<file path="config.mk">
export PLATFORM = sky130hd
export DESIGN_NAME = uvpb_top
export DESIGN_NICKNAME = d
export VERILOG_FILES = /design/src/uvpb_pkg.sv /design/src/uvpb_top.sv /design/src/uvpb_ratio_div.sv
export SDC_FILE = /design/constraint.sdc
export NUM_CORES = 2
export LEC_CHECK = 0
export ABC_CLOCK_PERIOD_IN_PS = 13400
export BUFFER_PORTS_ARGS = -buffer_cell sky130_fd_sc_hd__buf_2
export CAP_MARGIN = 40
export CORE_UTILIZATION = 40
export CTS_CLUSTER_DIAMETER = 200
export DETAILED_ROUTE_END_ITERATION = 10
export PLACE_DENSITY = 0.6
export SETUP_SLACK_MARGIN = 0.1
export SLEW_MARGIN = 10
export SYNTH_ARGS = -nofsm -noshare
export SYNTH_HDL_FRONTEND = slang
export SYNTH_HIERARCHICAL = 1
export SYNTH_SLANG_ARGS = --single-unit
export TNS_END_PERCENT = 50
</file>
<file path="constraint.sdc">
create_clock -name i_clock -period 13.4 [get_ports i_clock]
set_input_delay 0.67 -clock i_clock [delete_from_list [all_inputs] [get_ports i_clock]]
set_output_delay 0.67 -clock i_clock [all_outputs]
set_load 0.01 [all_outputs]
</file>
<file path="src/uvpb_pkg.sv">
/*
 * uvpb_pkg: constants, register map and carrier types of the
 * undervoltage pick-up and blocking stage.
 * assumes a 100 MHz clock and an APB master with 32-bit data.
 */
package uvpb_pkg;

    ////////////////////////////////////////////////////////////////////
    // timing
    localparam int CLK_MHZ   = 100;
    localparam int CYCLE_MS  = 5;
    localparam int STAMP_MS  = 1;
    localparam int CYCLE_CYC = CYCLE_MS * 1000 * CLK_MHZ;
    localparam int STAMP_CYC = STAMP_MS * 1000 * CLK_MHZ;
    localparam int DIV_STEPS = 24;

    ////////////////////////////////////////////////////////////////////
    // fixed-point factors, percent of threshold
    localparam logic [23:0] FULL_PCT    = 24'h00_0064;
    localparam logic [23:0] RELEASE_PCT = 24'h00_0067;
    localparam logic [16:0] RATIO_MAX   = 17'h1_E848;

    ////////////////////////////////////////////////////////////////////
    // register byte offsets
    localparam logic [7:0] OFS_CTRL    = 8'h00;
    localparam logic [7:0] OFS_PICKUP  = 8'h04;
    localparam logic [7:0] OFS_BLKLVL  = 8'h08;
    localparam logic [7:0] OFS_OPDLY   = 8'h0C;
    localparam logic [7:0] OFS_RELDLY  = 8'h10;
    localparam logic [7:0] OFS_VTSCALE = 8'h14;
    localparam logic [7:0] OFS_STATUS  = 8'h18;
    localparam logic [7:0] OFS_RATIO_A = 8'h1C;
    localparam logic [7:0] OFS_RATIO_B = 8'h20;
    localparam logic [7:0] OFS_RATIO_C = 8'h24;
    localparam logic [7:0] OFS_RATIO_M = 8'h28;
    localparam logic [7:0] OFS_REMAIN  = 8'h2C;
    localparam logic [7:0] OFS_EXPECT  = 8'h30;
    localparam logic [7:0] OFS_PICK_PV = 8'h34;
    localparam logic [7:0] OFS_BLK_PV  = 8'h38;
    localparam logic [7:0] OFS_BREC    = 8'h3C;
    localparam logic [7:0] OFS_BREC_TS = 8'h40;
    localparam logic [7:0] OFS_BREC_AB = 8'h44;
    localparam logic [7:0] OFS_BREC_C  = 8'h48;

    ////////////////////////////////////////////////////////////////////
    // reset values: 60 %, 10 %, 0.040 s, 0.060 s, scale
    localparam logic [15:0] PICKUP_RST  = 16'h1770;
    localparam logic [15:0] BLKLVL_RST  = 16'h03E8;
    localparam logic [19:0] OPDLY_RST   = 20'h0_0008;
    localparam logic [15:0] RELDLY_RST  = 16'h000C;
    localparam logic [15:0] VTSCALE_RST = 16'h0014;

    ////////////////////////////////////////////////////////////////////
    // field positions
    localparam int CTRL_FORCE_EN  = 0;
    localparam int CTRL_FORCE_BLK = 1;
    localparam int ST_START       = 0;
    localparam int ST_TRIP        = 1;
    localparam int ST_BLOCKED     = 2;
    localparam int ST_PICKUP      = 3;
    localparam int ST_UVBLOCK     = 4;
    localparam int ST_EXTBLOCK    = 5;
    localparam int BREC_FLAG      = 0;
    localparam int BREC_TYPE      = 1;

    typedef enum logic [1:0] {
        PH_IDLE   = 2'b00,
        PH_SAMPLE = 2'b01,
        PH_DIVIDE = 2'b10,
        PH_EVAL   = 2'b11
    } uvpb_phase_e;

    typedef enum logic [1:0] {
        EV_START   = 2'b00,
        EV_TRIP    = 2'b01,
        EV_BLOCKED = 2'b10
    } uvpb_evkind_e;

    typedef struct packed {
        logic [15:0] a;
        logic [15:0] b;
        logic [15:0] c;
    } uvpb_meas_s;

    typedef struct packed {
        uvpb_evkind_e kind;
        logic         on;
        logic [31:0]  stamp;
    } uvpb_event_s;

endpackage : uvpb_pkg

</file>
<file path="src/uvpb_top.sv">
/*
 * uvpb_top: undervoltage pick-up, blocking, start/trip timing,
 * readouts and event output of one protection stage, APB slave.
 * assumes voltages and block input come from same-clock logic.
 */
// Local design decisions: the APB register port and the register addresses.
`timescale 1ns/1ps
module uvpb_top
    import uvpb_pkg::*;
#(
    parameter int CYCLE_CYCLES = CYCLE_CYC,
    parameter int STAMP_CYCLES = STAMP_CYC
) (
    input  wire logic        i_clock,
    input  wire logic        i_reset_n,
    input  wire logic        i_psel,
    input  wire logic        i_penable,
    input  wire logic        i_pwrite,
    input  wire logic [7:0]  i_paddr,
    input  wire logic [31:0] i_pwdata,
    output logic      [31:0] o_prdata,
    output logic             o_pready,
    output logic             o_pslverr,
    input  wire uvpb_meas_s  i_meas,
    input  wire logic        i_ext_block,
    output logic             o_start,
    output logic             o_trip,
    output logic             o_blocked,
    output logic             o_event_valid,
    output uvpb_event_s      o_event
);
    ////////////////////////////////////////////////////////////////////
    // state
    uvpb_phase_e phase_reg, phase_next;
    logic [31:0] cyc_reg, cyc_next, ms_reg, ms_next, stamp_reg, stamp_next;
    uvpb_meas_s  meas_reg, meas_next;
    logic        blk_s_reg, blk_s_next, uvb_reg, uvb_next, pick_reg, pick_next;
    logic        start_reg, start_next, trip_reg, trip_next, blkd_reg, blkd_next;
    logic [19:0] opc_reg, opc_next;
    logic [4:0]  div_len_reg, div_len_next;
    logic [15:0] relc_reg, relc_next;
    logic [2:0]  pend_reg, pend_next, pon_reg, pon_next;
    logic        evv_reg, evv_next;
    uvpb_event_s ev_reg, ev_next;
    logic [1:0]  ctrl_reg, ctrl_next;
    logic [15:0] pickup_reg, pickup_next, blklvl_reg, blklvl_next;
    logic [19:0] opdly_reg, opdly_next;
    logic [15:0] reldly_reg, reldly_next, vt_reg, vt_next;
    logic [16:0] rat_reg [3];
    logic [16:0] rmin_reg, rmin_next;
    logic [31:0] pickpv_reg, pickpv_next, blkpv_reg, blkpv_next;
    logic [3:0]  brec_reg, brec_next;
    logic [31:0] brts_reg, brts_next;
    uvpb_meas_s  brv_reg, brv_next;
    logic [31:0] rdata_reg, rdata_next;
    logic        ready_reg, ready_next, err_reg, err_next;

    logic [15:0] mv [3];
    logic [16:0] rat [3];
    logic [2:0]  done, low, rel, above, below;
    logic        tick, eval, blocking, hit, setup, wr;
    logic [31:0] rd;

    assign mv[0] = meas_reg.a;
    assign mv[1] = meas_reg.b;
    assign mv[2] = meas_reg.c;
    assign tick  = (cyc_reg == 32'(CYCLE_CYCLES - 1));
    assign eval  = (phase_reg == PH_EVAL);

    ////////////////////////////////////////////////////////////////////
    // ratio dividers, one per voltage
    for (genvar g = 0; g < 3; g++) begin : g_div
        uvpb_ratio_div u_div (
            .i_clock   (i_clock),
            .i_reset_n (i_reset_n),
            .i_go      (phase_reg == PH_SAMPLE),
            .i_num     (mv[g]),
            .i_den     (pickup_reg),
            .o_ratio   (rat[g]),
            .o_done    (done[g])
        );
    end

    ////////////////////////////////////////////////////////////////////
    // program cycle, pick-up and blocking
    always_comb begin
        cyc_next   = tick ? 32'd0 : cyc_reg + 32'd1;
        ms_next    = (ms_reg == 32'(STAMP_CYCLES - 1)) ? 32'd0 : ms_reg + 32'd1;
        stamp_next = (ms_reg == 32'(STAMP_CYCLES - 1)) ? stamp_reg + 32'd1 : stamp_reg;
        phase_next = phase_reg;
        meas_next  = meas_reg;
        blk_s_next = blk_s_reg;
        // cycles spent in the divide phase, for the step checks
        div_len_next = (phase_reg == PH_DIVIDE) ? div_len_reg + 5'd1 : 5'd0;
        for (int i = 0; i < 3; i++) begin
            low[i]   = mv[i] < pickup_reg;
            rel[i]   = 24'(24'(mv[i]) * FULL_PCT) >= 24'(24'(pickup_reg) * RELEASE_PCT);
            above[i] = mv[i] > pickup_reg;
            below[i] = mv[i] < blklvl_reg;
        end
        unique case (phase_reg)
            PH_IDLE: begin
                if (tick) begin
                    meas_next  = i_meas;
                    blk_s_next = ctrl_reg[CTRL_FORCE_EN] ? ctrl_reg[CTRL_FORCE_BLK]
                                                         : i_ext_block;
                    phase_next = PH_SAMPLE;
                end
            end
            PH_SAMPLE: phase_next = PH_DIVIDE;
            PH_DIVIDE: if (done[0]) phase_next = PH_EVAL;
            PH_EVAL:   phase_next = PH_IDLE;
        endcase
        pick_next  = pick_reg;
        uvb_next   = uvb_reg;
        start_next = start_reg;
        trip_next  = trip_reg;
        blkd_next  = blkd_reg;
        opc_next   = opc_reg;
        relc_next  = relc_reg;
        blocking   = 1'b0;
        if (eval) begin
            pick_next = pick_reg ? !(&rel) : (|low);
            if (blklvl_reg == 16'h0000) begin
                uvb_next = 1'b0;
            end else if (|below) begin
                uvb_next = 1'b1;
            end else if (&above) begin
                uvb_next = 1'b0;
            end
            blocking   = blk_s_reg | uvb_next;
            start_next = pick_next & !blocking;
            blkd_next  = blocking & (pick_next | blkd_reg);
            if (start_next) begin
                relc_next = 16'd0;
                if (opc_reg < opdly_reg) opc_next = opc_reg + 20'd1;
            end else if (opc_reg != 20'd0) begin
                // release handling, same for pick-up reset and block
                relc_next = relc_reg + 16'd1;
                if (relc_next >= reldly_reg) begin
                    opc_next  = 20'd0;
                    relc_next = 16'd0;
                end
            end
            trip_next = start_next & (opc_next >= opdly_reg);
        end
    end

    ////////////////////////////////////////////////////////////////////
    // readouts, events and block record
    always_comb begin
        rmin_next = rat[0];
        for (int i = 1; i < 3; i++) begin
            if (rat[i] < rmin_next) rmin_next = rat[i];
        end
        if (!done[0]) rmin_next = rmin_reg;
        pickpv_next = 32'(pickup_reg * vt_reg);
        blkpv_next  = 32'(blklvl_reg * vt_reg);
        pend_next   = pend_reg;
        pon_next    = pon_reg;
        evv_next    = 1'b0;
        ev_next     = ev_reg;
        brec_next   = brec_reg;
        brts_next   = brts_reg;
        brv_next    = brv_reg;
        if (eval) begin
            pend_next = pend_reg | ({blkd_next, trip_next, start_next} ^ {blkd_reg, trip_reg, start_reg});
            pon_next  = {blkd_next, trip_next, start_next};
        end else if (pend_reg != 3'b000) begin
            evv_next = 1'b1;
            for (int k = 2; k >= 0; k--) begin
                if (pend_reg[k]) begin
                    ev_next   = '{kind: uvpb_evkind_e'(k[1:0]), on: pon_reg[k], stamp: stamp_reg};
                    pend_next = pend_reg & ~(3'b001 << k);
                end
            end
        end
        if (wr && i_paddr == OFS_BREC && i_pwdata[BREC_FLAG]) brec_next[BREC_FLAG] = 1'b0;
        if (eval && blkd_next && !blkd_reg) begin
            brec_next = {low, 1'b1};
            brts_next = stamp_reg;
            brv_next  = meas_reg;
        end
    end

    ////////////////////////////////////////////////////////////////////
    // APB slave, one cycle access phase
    assign setup = i_psel & !i_penable;
    assign wr    = i_psel & i_penable & ready_reg & i_pwrite & !err_reg;

    always_comb begin
        hit = 1'b1;
        rd  = 32'h0000_0000;
        unique case (i_paddr)
            OFS_CTRL:    rd = 32'(ctrl_reg);
            OFS_PICKUP:  rd = 32'(pickup_reg);
            OFS_BLKLVL:  rd = 32'(blklvl_reg);
            OFS_OPDLY:   rd = 32'(opdly_reg);
            OFS_RELDLY:  rd = 32'(reldly_reg);
            OFS_VTSCALE: rd = 32'(vt_reg);
            OFS_STATUS:  rd = 32'({blk_s_reg, uvb_reg, pick_reg, blkd_reg, trip_reg, start_reg});
            OFS_RATIO_A: rd = 32'(rat_reg[0]);
            OFS_RATIO_B: rd = 32'(rat_reg[1]);
            OFS_RATIO_C: rd = 32'(rat_reg[2]);
            OFS_RATIO_M: rd = 32'(rmin_reg);
            OFS_REMAIN:  rd = 32'($signed({1'b0, opdly_reg} - {1'b0, opc_reg}));
            OFS_EXPECT:  rd = 32'(opdly_reg);
            OFS_PICK_PV: rd = pickpv_reg;
            OFS_BLK_PV:  rd = blkpv_reg;
            OFS_BREC:    rd = 32'(brec_reg);
            OFS_BREC_TS: rd = brts_reg;
            OFS_BREC_AB: rd = {brv_reg.a, brv_reg.b};
            OFS_BREC_C:  rd = 32'(brv_reg.c);
            default:     hit = 1'b0;
        endcase
        ready_next  = setup;
        err_next    = setup & !hit;
        rdata_next  = setup ? rd : 32'h0000_0000;
        ctrl_next   = ctrl_reg;
        pickup_next = pickup_reg;
        blklvl_next = blklvl_reg;
        opdly_next  = opdly_reg;
        reldly_next = reldly_reg;
        vt_next     = vt_reg;
        if (wr) begin
            unique case (i_paddr)
                OFS_CTRL:    ctrl_next   = i_pwdata[1:0];
                OFS_PICKUP:  pickup_next = i_pwdata[15:0];
                OFS_BLKLVL:  blklvl_next = i_pwdata[15:0];
                OFS_OPDLY:   opdly_next  = i_pwdata[19:0];
                OFS_RELDLY:  reldly_next = i_pwdata[15:0];
                OFS_VTSCALE: vt_next     = i_pwdata[15:0];
                default:     ctrl_next   = ctrl_reg;
            endcase
        end
    end

    ////////////////////////////////////////////////////////////////////
    // registers
    always_ff @(posedge i_clock) begin
        if (!i_reset_n) begin
            phase_reg  <= PH_IDLE;
            cyc_reg    <= 32'd0;
            ms_reg     <= 32'd0;
            stamp_reg  <= 32'd0;
            meas_reg   <= '0;
            blk_s_reg  <= 1'b0;
            div_len_reg <= 5'd0;
            uvb_reg    <= 1'b0;
            pick_reg   <= 1'b0;
            start_reg  <= 1'b0;
            trip_reg   <= 1'b0;
            blkd_reg   <= 1'b0;
            opc_reg    <= 20'd0;
            relc_reg   <= 16'd0;
            pend_reg   <= 3'b000;
            pon_reg    <= 3'b000;
            evv_reg    <= 1'b0;
            ev_reg     <= '0;
            ctrl_reg   <= 2'b00;
            pickup_reg <= PICKUP_RST;
            blklvl_reg <= BLKLVL_RST;
            opdly_reg  <= OPDLY_RST;
            reldly_reg <= RELDLY_RST;
            vt_reg     <= VTSCALE_RST;
            rat_reg    <= '{default: 17'd0};
            rmin_reg   <= 17'd0;
            pickpv_reg <= 32'd0;
            blkpv_reg  <= 32'd0;
            brec_reg   <= 4'h0;
            brts_reg   <= 32'd0;
            brv_reg    <= '0;
            rdata_reg  <= 32'd0;
            ready_reg  <= 1'b0;
            err_reg    <= 1'b0;
        end else begin
            phase_reg  <= phase_next;
            cyc_reg    <= cyc_next;
            ms_reg     <= ms_next;
            stamp_reg  <= stamp_next;
            meas_reg   <= meas_next;
            blk_s_reg  <= blk_s_next;
            div_len_reg <= div_len_next;
            uvb_reg    <= uvb_next;
            pick_reg   <= pick_next;
            start_reg  <= start_next;
            trip_reg   <= trip_next;
            blkd_reg   <= blkd_next;
            opc_reg    <= opc_next;
            relc_reg   <= relc_next;
            pend_reg   <= pend_next;
            pon_reg    <= pon_next;
            evv_reg    <= evv_next;
            ev_reg     <= ev_next;
            ctrl_reg   <= ctrl_next;
            pickup_reg <= pickup_next;
            blklvl_reg <= blklvl_next;
            opdly_reg  <= opdly_next;
            reldly_reg <= reldly_next;
            vt_reg     <= vt_next;
            if (done[0]) rat_reg <= rat;
            rmin_reg   <= rmin_next;
            pickpv_reg <= pickpv_next;
            blkpv_reg  <= blkpv_next;
            brec_reg   <= brec_next;
            brts_reg   <= brts_next;
            brv_reg    <= brv_next;
            rdata_reg  <= rdata_next;
            ready_reg  <= ready_next;
            err_reg    <= err_next;
        end
    end

    assign o_prdata      = rdata_reg;
    assign o_pready      = ready_reg;
    assign o_pslverr     = err_reg;
    assign o_start       = start_reg;
    assign o_trip        = trip_reg;
    assign o_blocked     = blkd_reg;
    assign o_event_valid = evv_reg;
    assign o_event       = ev_reg;
endmodule : uvpb_top

</file>
<file path="src/uvpb_ratio_div.sv">
/*
 * uvpb_ratio_div: serial divider giving num*100/den, saturated.
 * assumes i_num and i_den hold steady while the divide runs.
 */
`timescale 1ns/1ps
module uvpb_ratio_div
    import uvpb_pkg::*;
(
    input  wire logic        i_clock,
    input  wire logic        i_reset_n,
    input  wire logic        i_go,
    input  wire logic [15:0] i_num,
    input  wire logic [15:0] i_den,
    output logic      [16:0] o_ratio,
    output logic             o_done
);
    logic        busy_reg, busy_next;
    logic [4:0]  cnt_reg, cnt_next;
    logic [23:0] quo_reg, quo_next;
    logic [16:0] rem_reg, rem_next;
    logic [16:0] ratio_reg, ratio_next;
    logic        done_reg, done_next;
    logic [16:0] rem_sh;

    always_comb begin
        busy_next  = busy_reg;
        cnt_next   = cnt_reg;
        quo_next   = quo_reg;
        rem_next   = rem_reg;
        ratio_next = ratio_reg;
        done_next  = 1'b0;
        rem_sh     = {rem_reg[15:0], quo_reg[23]};
        if (i_go) begin
            busy_next = 1'b1;
            cnt_next  = 5'd0;
            quo_next  = 24'(24'(i_num) * FULL_PCT);
            rem_next  = 17'd0;
        end else if (busy_reg) begin
            if (rem_sh >= {1'b0, i_den}) begin
                rem_next = rem_sh - {1'b0, i_den};
                quo_next = {quo_reg[22:0], 1'b1};
            end else begin
                rem_next = rem_sh;
                quo_next = {quo_reg[22:0], 1'b0};
            end
            cnt_next = cnt_reg + 5'd1;
            if (cnt_reg == 5'(DIV_STEPS - 1)) begin
                busy_next = 1'b0;
                done_next = 1'b1;
                // zero threshold or huge ratio saturates
                if (i_den == 16'h0000 || quo_next > 24'(RATIO_MAX)) begin
                    ratio_next = RATIO_MAX;
                end else begin
                    ratio_next = quo_next[16:0];
                end
            end
        end
    end

    always_ff @(posedge i_clock) begin
        if (!i_reset_n) begin
            busy_reg  <= 1'b0;
            cnt_reg   <= 5'd0;
            quo_reg   <= 24'h00_0000;
            rem_reg   <= 17'h0_0000;
            ratio_reg <= 17'h0_0000;
            done_reg  <= 1'b0;
        end else begin
            busy_reg  <= busy_next;
            cnt_reg   <= cnt_next;
            quo_reg   <= quo_next;
            rem_reg   <= rem_next;
            ratio_reg <= ratio_next;
            done_reg  <= done_next;
        end
    end

    assign o_ratio = ratio_reg;
    assign o_done  = done_reg;

endmodule : uvpb_ratio_div

</file>
Word-level counts from Yosys, hierarchy flattened
Index checks and enable logic that the tools add are counted.
Widths: inputs -> output; s select.
{"block": "totals", "elab_cells": 268, "in_bits": 94, "out_inout_bits": 73, "regBits": 756}
{"block": "classes", "muxes": 65, "reduce_logical": 52, "eq_ne": 30, "bitwise_logic": 17, "order_cmp": 23, "multipliers": 6, "addsub": 12}
{"op": "$pmux 32 s18", "count": 1}
{"op": "$mux 24", "count": 6}
{"op": "$mux 23", "count": 6}
{"op": "$mux 35", "count": 3}
{"op": "$mux 20", "count": 5}
{"op": "$add 32x1->32 const B", "count": 3}
{"op": "$lt 16x16->1", "count": 6}
{"op": "$mux 16", "count": 6}
{"op": "$mux 17", "count": 5}
{"op": "$gt 24x17->1 const B", "count": 3}
{"op": "$ge 23x23->1", "count": 3}
{"op": "$eq 8x6->1 const B", "count": 8}
{"op": "$mul 16x16->32", "count": 2}
{"op": "$mul 16x5->21 const B", "count": 3}
{"op": "$ge 17x16->1", "count": 3}
{"op": "$gt 16x16->1", "count": 3}
{"op": "$sub 16x16->16", "count": 3}
{"op": "$lt 17x17->1", "count": 2}
{"op": "$eq 32x17->1 const B", "count": 1}
{"op": "$eq 32x19->1 const B", "count": 1}
{"op": "$eq 8x5->1 const B", "count": 4}
{"op": "$logic_not 16->1", "count": 2}
{"op": "$mux 1", "count": 26}
{"op": "$eq 8x7->1 const B", "count": 3}
{"op": "36 further kinds", "count": 97}

Longest topological paths before layout
{"block": "depth", "ltp_word": 17, "mapped_depth": 49, "depth_no_buf": 46}

Hierarchy
Netlist, hierarchy kept.
{"module": "uvpb_top", "cells_per_inst": 6193, "area_each_um2": 52799.4, "seq_area_each_um2": 11330.9, "n_inst": 1}
{"module": "uvpb_ratio_div (g_div[0].u_div ...)", "cells_per_inst": 617, "area_each_um2": 5151.2, "seq_area_each_um2": 1281.2, "n_inst": 2}
{"module": "uvpb_ratio_div (g_div[2].u_div)", "cells_per_inst": 640, "area_each_um2": 5436.5, "seq_area_each_um2": 1281.2, "n_inst": 1}

Worst setup path after synthesis
No wires, ideal clock.
{"block": "synth_path", "path_kind": "register to register", "startpoint": "reg pickup_reg[1]", "endpoint": "reg pend_reg[1]", "path_stages_with_launch": 47, "path_slack_ps": 3890, "arrival_ps": 9396, "setup_ps": 115, "n_path_buf": 3, "synth_period_minus_slack_ps": 9510, "required_ps": 13285, "cell_sequence": "dfxtp_1 -> clkbuf_1 -> clkbuf_1 -> inv_1 -> ha_1 -> ha_1 -> inv_1 -> fa_1 -> fa_1 -> inv_1 -> ha_1 -> o211ai_1 -> a21oi_1 -> o21bai_1 -> nand2_1 -> and2_1 -> o21ai_0 -> nand2b_1 -> (+11 left out) -> nor2_4 -> clkbuf_1 -> nand2_1 -> mux2_2 -> ha_1 -> nand2b_1 -> a21o_1 -> a21o_1 -> a21o_1 -> a21o_1 -> a21o_1 -> a211o_1 -> a21oi_1 -> o211ai_1 -> a221oi_1 -> nor4_2 -> xor2_1 -> o21a_1"}
{"block": "synth_via", "elab_chain_cells": 17, "elab_cells_between_ends": 30}
{"element": "from (decl)", "line_no": "uvpb_top.sv:46", "source": "logic [15:0] pickup_reg, pickup_next, blklvl_reg, blklvl_next;"}
{"element": "from (signal assigned)", "line_no": "uvpb_top.sv:296", "source": "pickup_reg <= pickup_next;"}
{"element": "parallel branches: the longest is 8 deep, another holds $mul 16x7->23"}
{"element": "$and 1x1->1 *", "line_no": "uvpb_top.sv:132", "source": "start_next = pick_next & !blocking;"}
{"element": "$mux 20", "line_no": "uvpb_top.sv:134", "source": "if (start_next) begin"}
{"element": "$mux 20", "line_no": "uvpb_top.sv:122", "source": "if (eval) begin"}
{"element": "$ge 20x20->1", "line_no": "uvpb_top.sv:145", "source": "trip_next = start_next & (opc_next >= opdly_reg);"}
{"element": "$and 1x1->1 *", "line_no": "uvpb_top.sv:145"}
{"element": "$mux 1 *", "line_no": "uvpb_top.sv:122"}
{"element": "$xor 3x3->3 *", "line_no": "uvpb_top.sv:167", "source": "pend_next = pend_reg | ({blkd_next, trip_next, start_next} ^ {blkd_reg, trip_reg, start_reg});"}
{"element": "$or 3x3->3 *", "line_no": "uvpb_top.sv:167"}
{"element": "$mux 3 *", "line_no": "uvpb_top.sv:166", "source": "if (eval) begin"}
{"element": "to (signal assigned)", "line_no": "uvpb_top.sv:291", "source": "pend_reg <= pend_next;"}
{"element": "to (decl)", "line_no": "uvpb_top.sv:42", "source": "logic [2:0] pend_reg, pend_next, pon_reg, pon_next;"}
Mark *: on every way between the ends. The select of a mux whose other input is x is not followed.
A chain may end at the register's enable or synchronous reset.

Worst setup path in the final report
{"block": "layout_path", "startpoint": "reg pickup_reg[5]", "endpoint": "reg pend_reg[1]"}
The elaborated chain is that of the path after synthesis.

==> summary.txt <==
Status
  – Status: complete, no violations

Route
  – WL final: 232,000 microns
  – Iteration-0 DRC Markers: 5,445
  – Wirelength per Cell: 22.4 microns
  – DRT Pass-1 Iters: 10
  – Via count: 59.0k
  – Post-route ant nets: 0
  – Via density: 5.69
  – DRC viols: 0

Final layout
  – Area Growth Syn to Fin: 9.54%
  – Leading cell type in the layout, fill and taps excluded: inv_1
  – Nets: 9,542
  – Max reg flops: 72
  – Most frequent cells in the layout: inv_1 (1,038), nand2_1 (951), ha_1 (878)
  – Layout cell share with drive strength beyond 1: 0.0708
  – Layout fillers: 16.6k

Global routing
  – Global-route wire length before repair: ~350,000 microns
  – Initial antenna violation count: 15
  – Number of global-route vias before repair: around 57k
  – Grt ovf: 0
  – Pin count of the biggest net entering global routing: 87
  – All-Layer GR Usage: 0.264

STA
  – Maximum clock rate: 0.0914 GHz
  – Hold Violations, Final: 0
  – Final setup violation count: 0
  – Hold slack: 0.173 ns
  – Final Cycle Share: 0.817
  – RSZ-0062 raised after global routing: false
  – Slew margin rel.: 0.345
  – Setup TNS: 0 ns
  – Tightest Pin Transition: 0.981 ns
  – Final slew viol count: 0
  – Clk_skew: 0.0459 ns
  – Minimum clock period: around 11 ns

Logic synthesis
  – Post-synthesis cell count: about 8.1k
  – Synthesized area per cell: 8.49 sq um
  – Syn. warnings: 6
  – Mapped Area: 0.0685 sq mm
  – Syn_nets: 9,528

Placed design
  – IO buf count: 154
  – Detailed placer's ending HPWL: 173,000 microns
  – Routability cong.: around 1

CTS
  – Post-CTS Resized: 0
  – CTS Sinks: 756
  – CTS tree: yes
  – Post-CTS Setup Bufs: 0
  – Num CTS Buffers: 88
  – Clock-pin slew on the worst setup and hold paths: 0.06 ns
  – Clock latency on the worst-skew pair: 0.72 ns
  – Root Driver: clkbuf_16
  – CTS Hold Bufs: 0
  – H-tree levels: 3
  – CTS Buffer Depth: 3

Worst setup path
  – WP buf/inv: 3
  – Critical path class: flip-flop to flip-flop
  – Critical path launch point type: flip-flop
  – Crit path capture type: flip-flop
  – Slowest Stage Delay on Critical Path: slightly above 0.7 ns
  – Max stage delay cell, worst path: dfxtp_1
  – Largest delay contributor family on the critical path: compound AO/OA/AOI/OAI gates
  – CP required: roughly 14 ns
  – Crit path DAT: 11.56 ns
  – Crit path top cell by count: a21o_1
  – CP max FO: 24

Power and ir drop
  – Flop pwr share: 0.417
  – Clk pwr share: 0.459
  – Net Switching: approximately 1.6 mW
  – Int Power: 4.14 mW
  – Switching Share: 0.276
  – Combinational power share: 0.124
  – Pleak: 34.7 nW
  – PwrDens: around 76 mW/mm^2
  – Peak supply drop: 90.5 uV

Floorplanning
  – Initial Util: 0.404
  – Die Width: a little over 400 microns
  – Ports: 167
  – Num rows: 151
  – Die ar.: between 0.15 and 0.2 sq mm
  – Core outline area: around 0.17 sq mm
  – Die Height: 416 microns

Run
  – Max-Cap Viols: 0

Worst hold path
  – HP Class: input port to flip-flop
==> path summary, 6_finish.rpt <==
path | start | end | slack (ns) | depth (start not counted)
hold / removal | i_penable | o_pslverr | 0.17 | 2
setup reg to reg | pickup_reg[5] | pend_reg[1] | 2.46 | 43
setup / recovery | pickup_reg[5] | pend_reg[1] | 2.46 | 43
hold reg to reg | o_event[11] | o_event[11] | 0.46 | 2
==> cell type report <==
type                    count  area [sq um]  share of cell area
multi-input cells        5888         48000               0.640
flip-flops and latches    756         15200               0.202
inverters                1044          3930              0.0523
well taps                2218          2780              0.0370
clock buffers             121          2560              0.0341
repair buffers            299          2040              0.0272
clock inverters            36           564             0.00752
diodes                      5          12.5            0.000167
==> power by group through the flow <==
stage	Clock [mW]	Combinational, mW	Sequential [mW]
2_1_floorplan	0	0.525	2.41
3_3_place_gp	0	0.682	2.43
3_5_place_dp	0	0.695	2.44
4_1_cts	2.67	0.699	2.39
5_1_grt	2.75	0.767	2.40
6_report	2.63	0.708	2.39
==> per-stage QoR <==
stage	area [sq um]	power (mW)	util	worst slack [ns]	instances
floorplan	68500	2.93	-	3.89	8063
global placement	71600	3.12	0.422	2.65	10192
detailed placement	71900	3.13	0.424	2.68	10204
CTS	75000	5.75	0.442	2.58	10361
global route	75000	5.91	0.442	1.94	10365
finish	75000	5.72	0.442	2.46	10367
==> routing by layer <==
metal  share of wire  vias to the layer above  global-route usage
li1                -                    27501                   -
met2            0.44                     2197               0.418
met1            0.42                    28730               0.346
met5         0.00065                        -            0.000278
met3           0.085                      515              0.0525
met4           0.049                       14               0.117
Note: power is estimated with default switching activity, not from simulation.
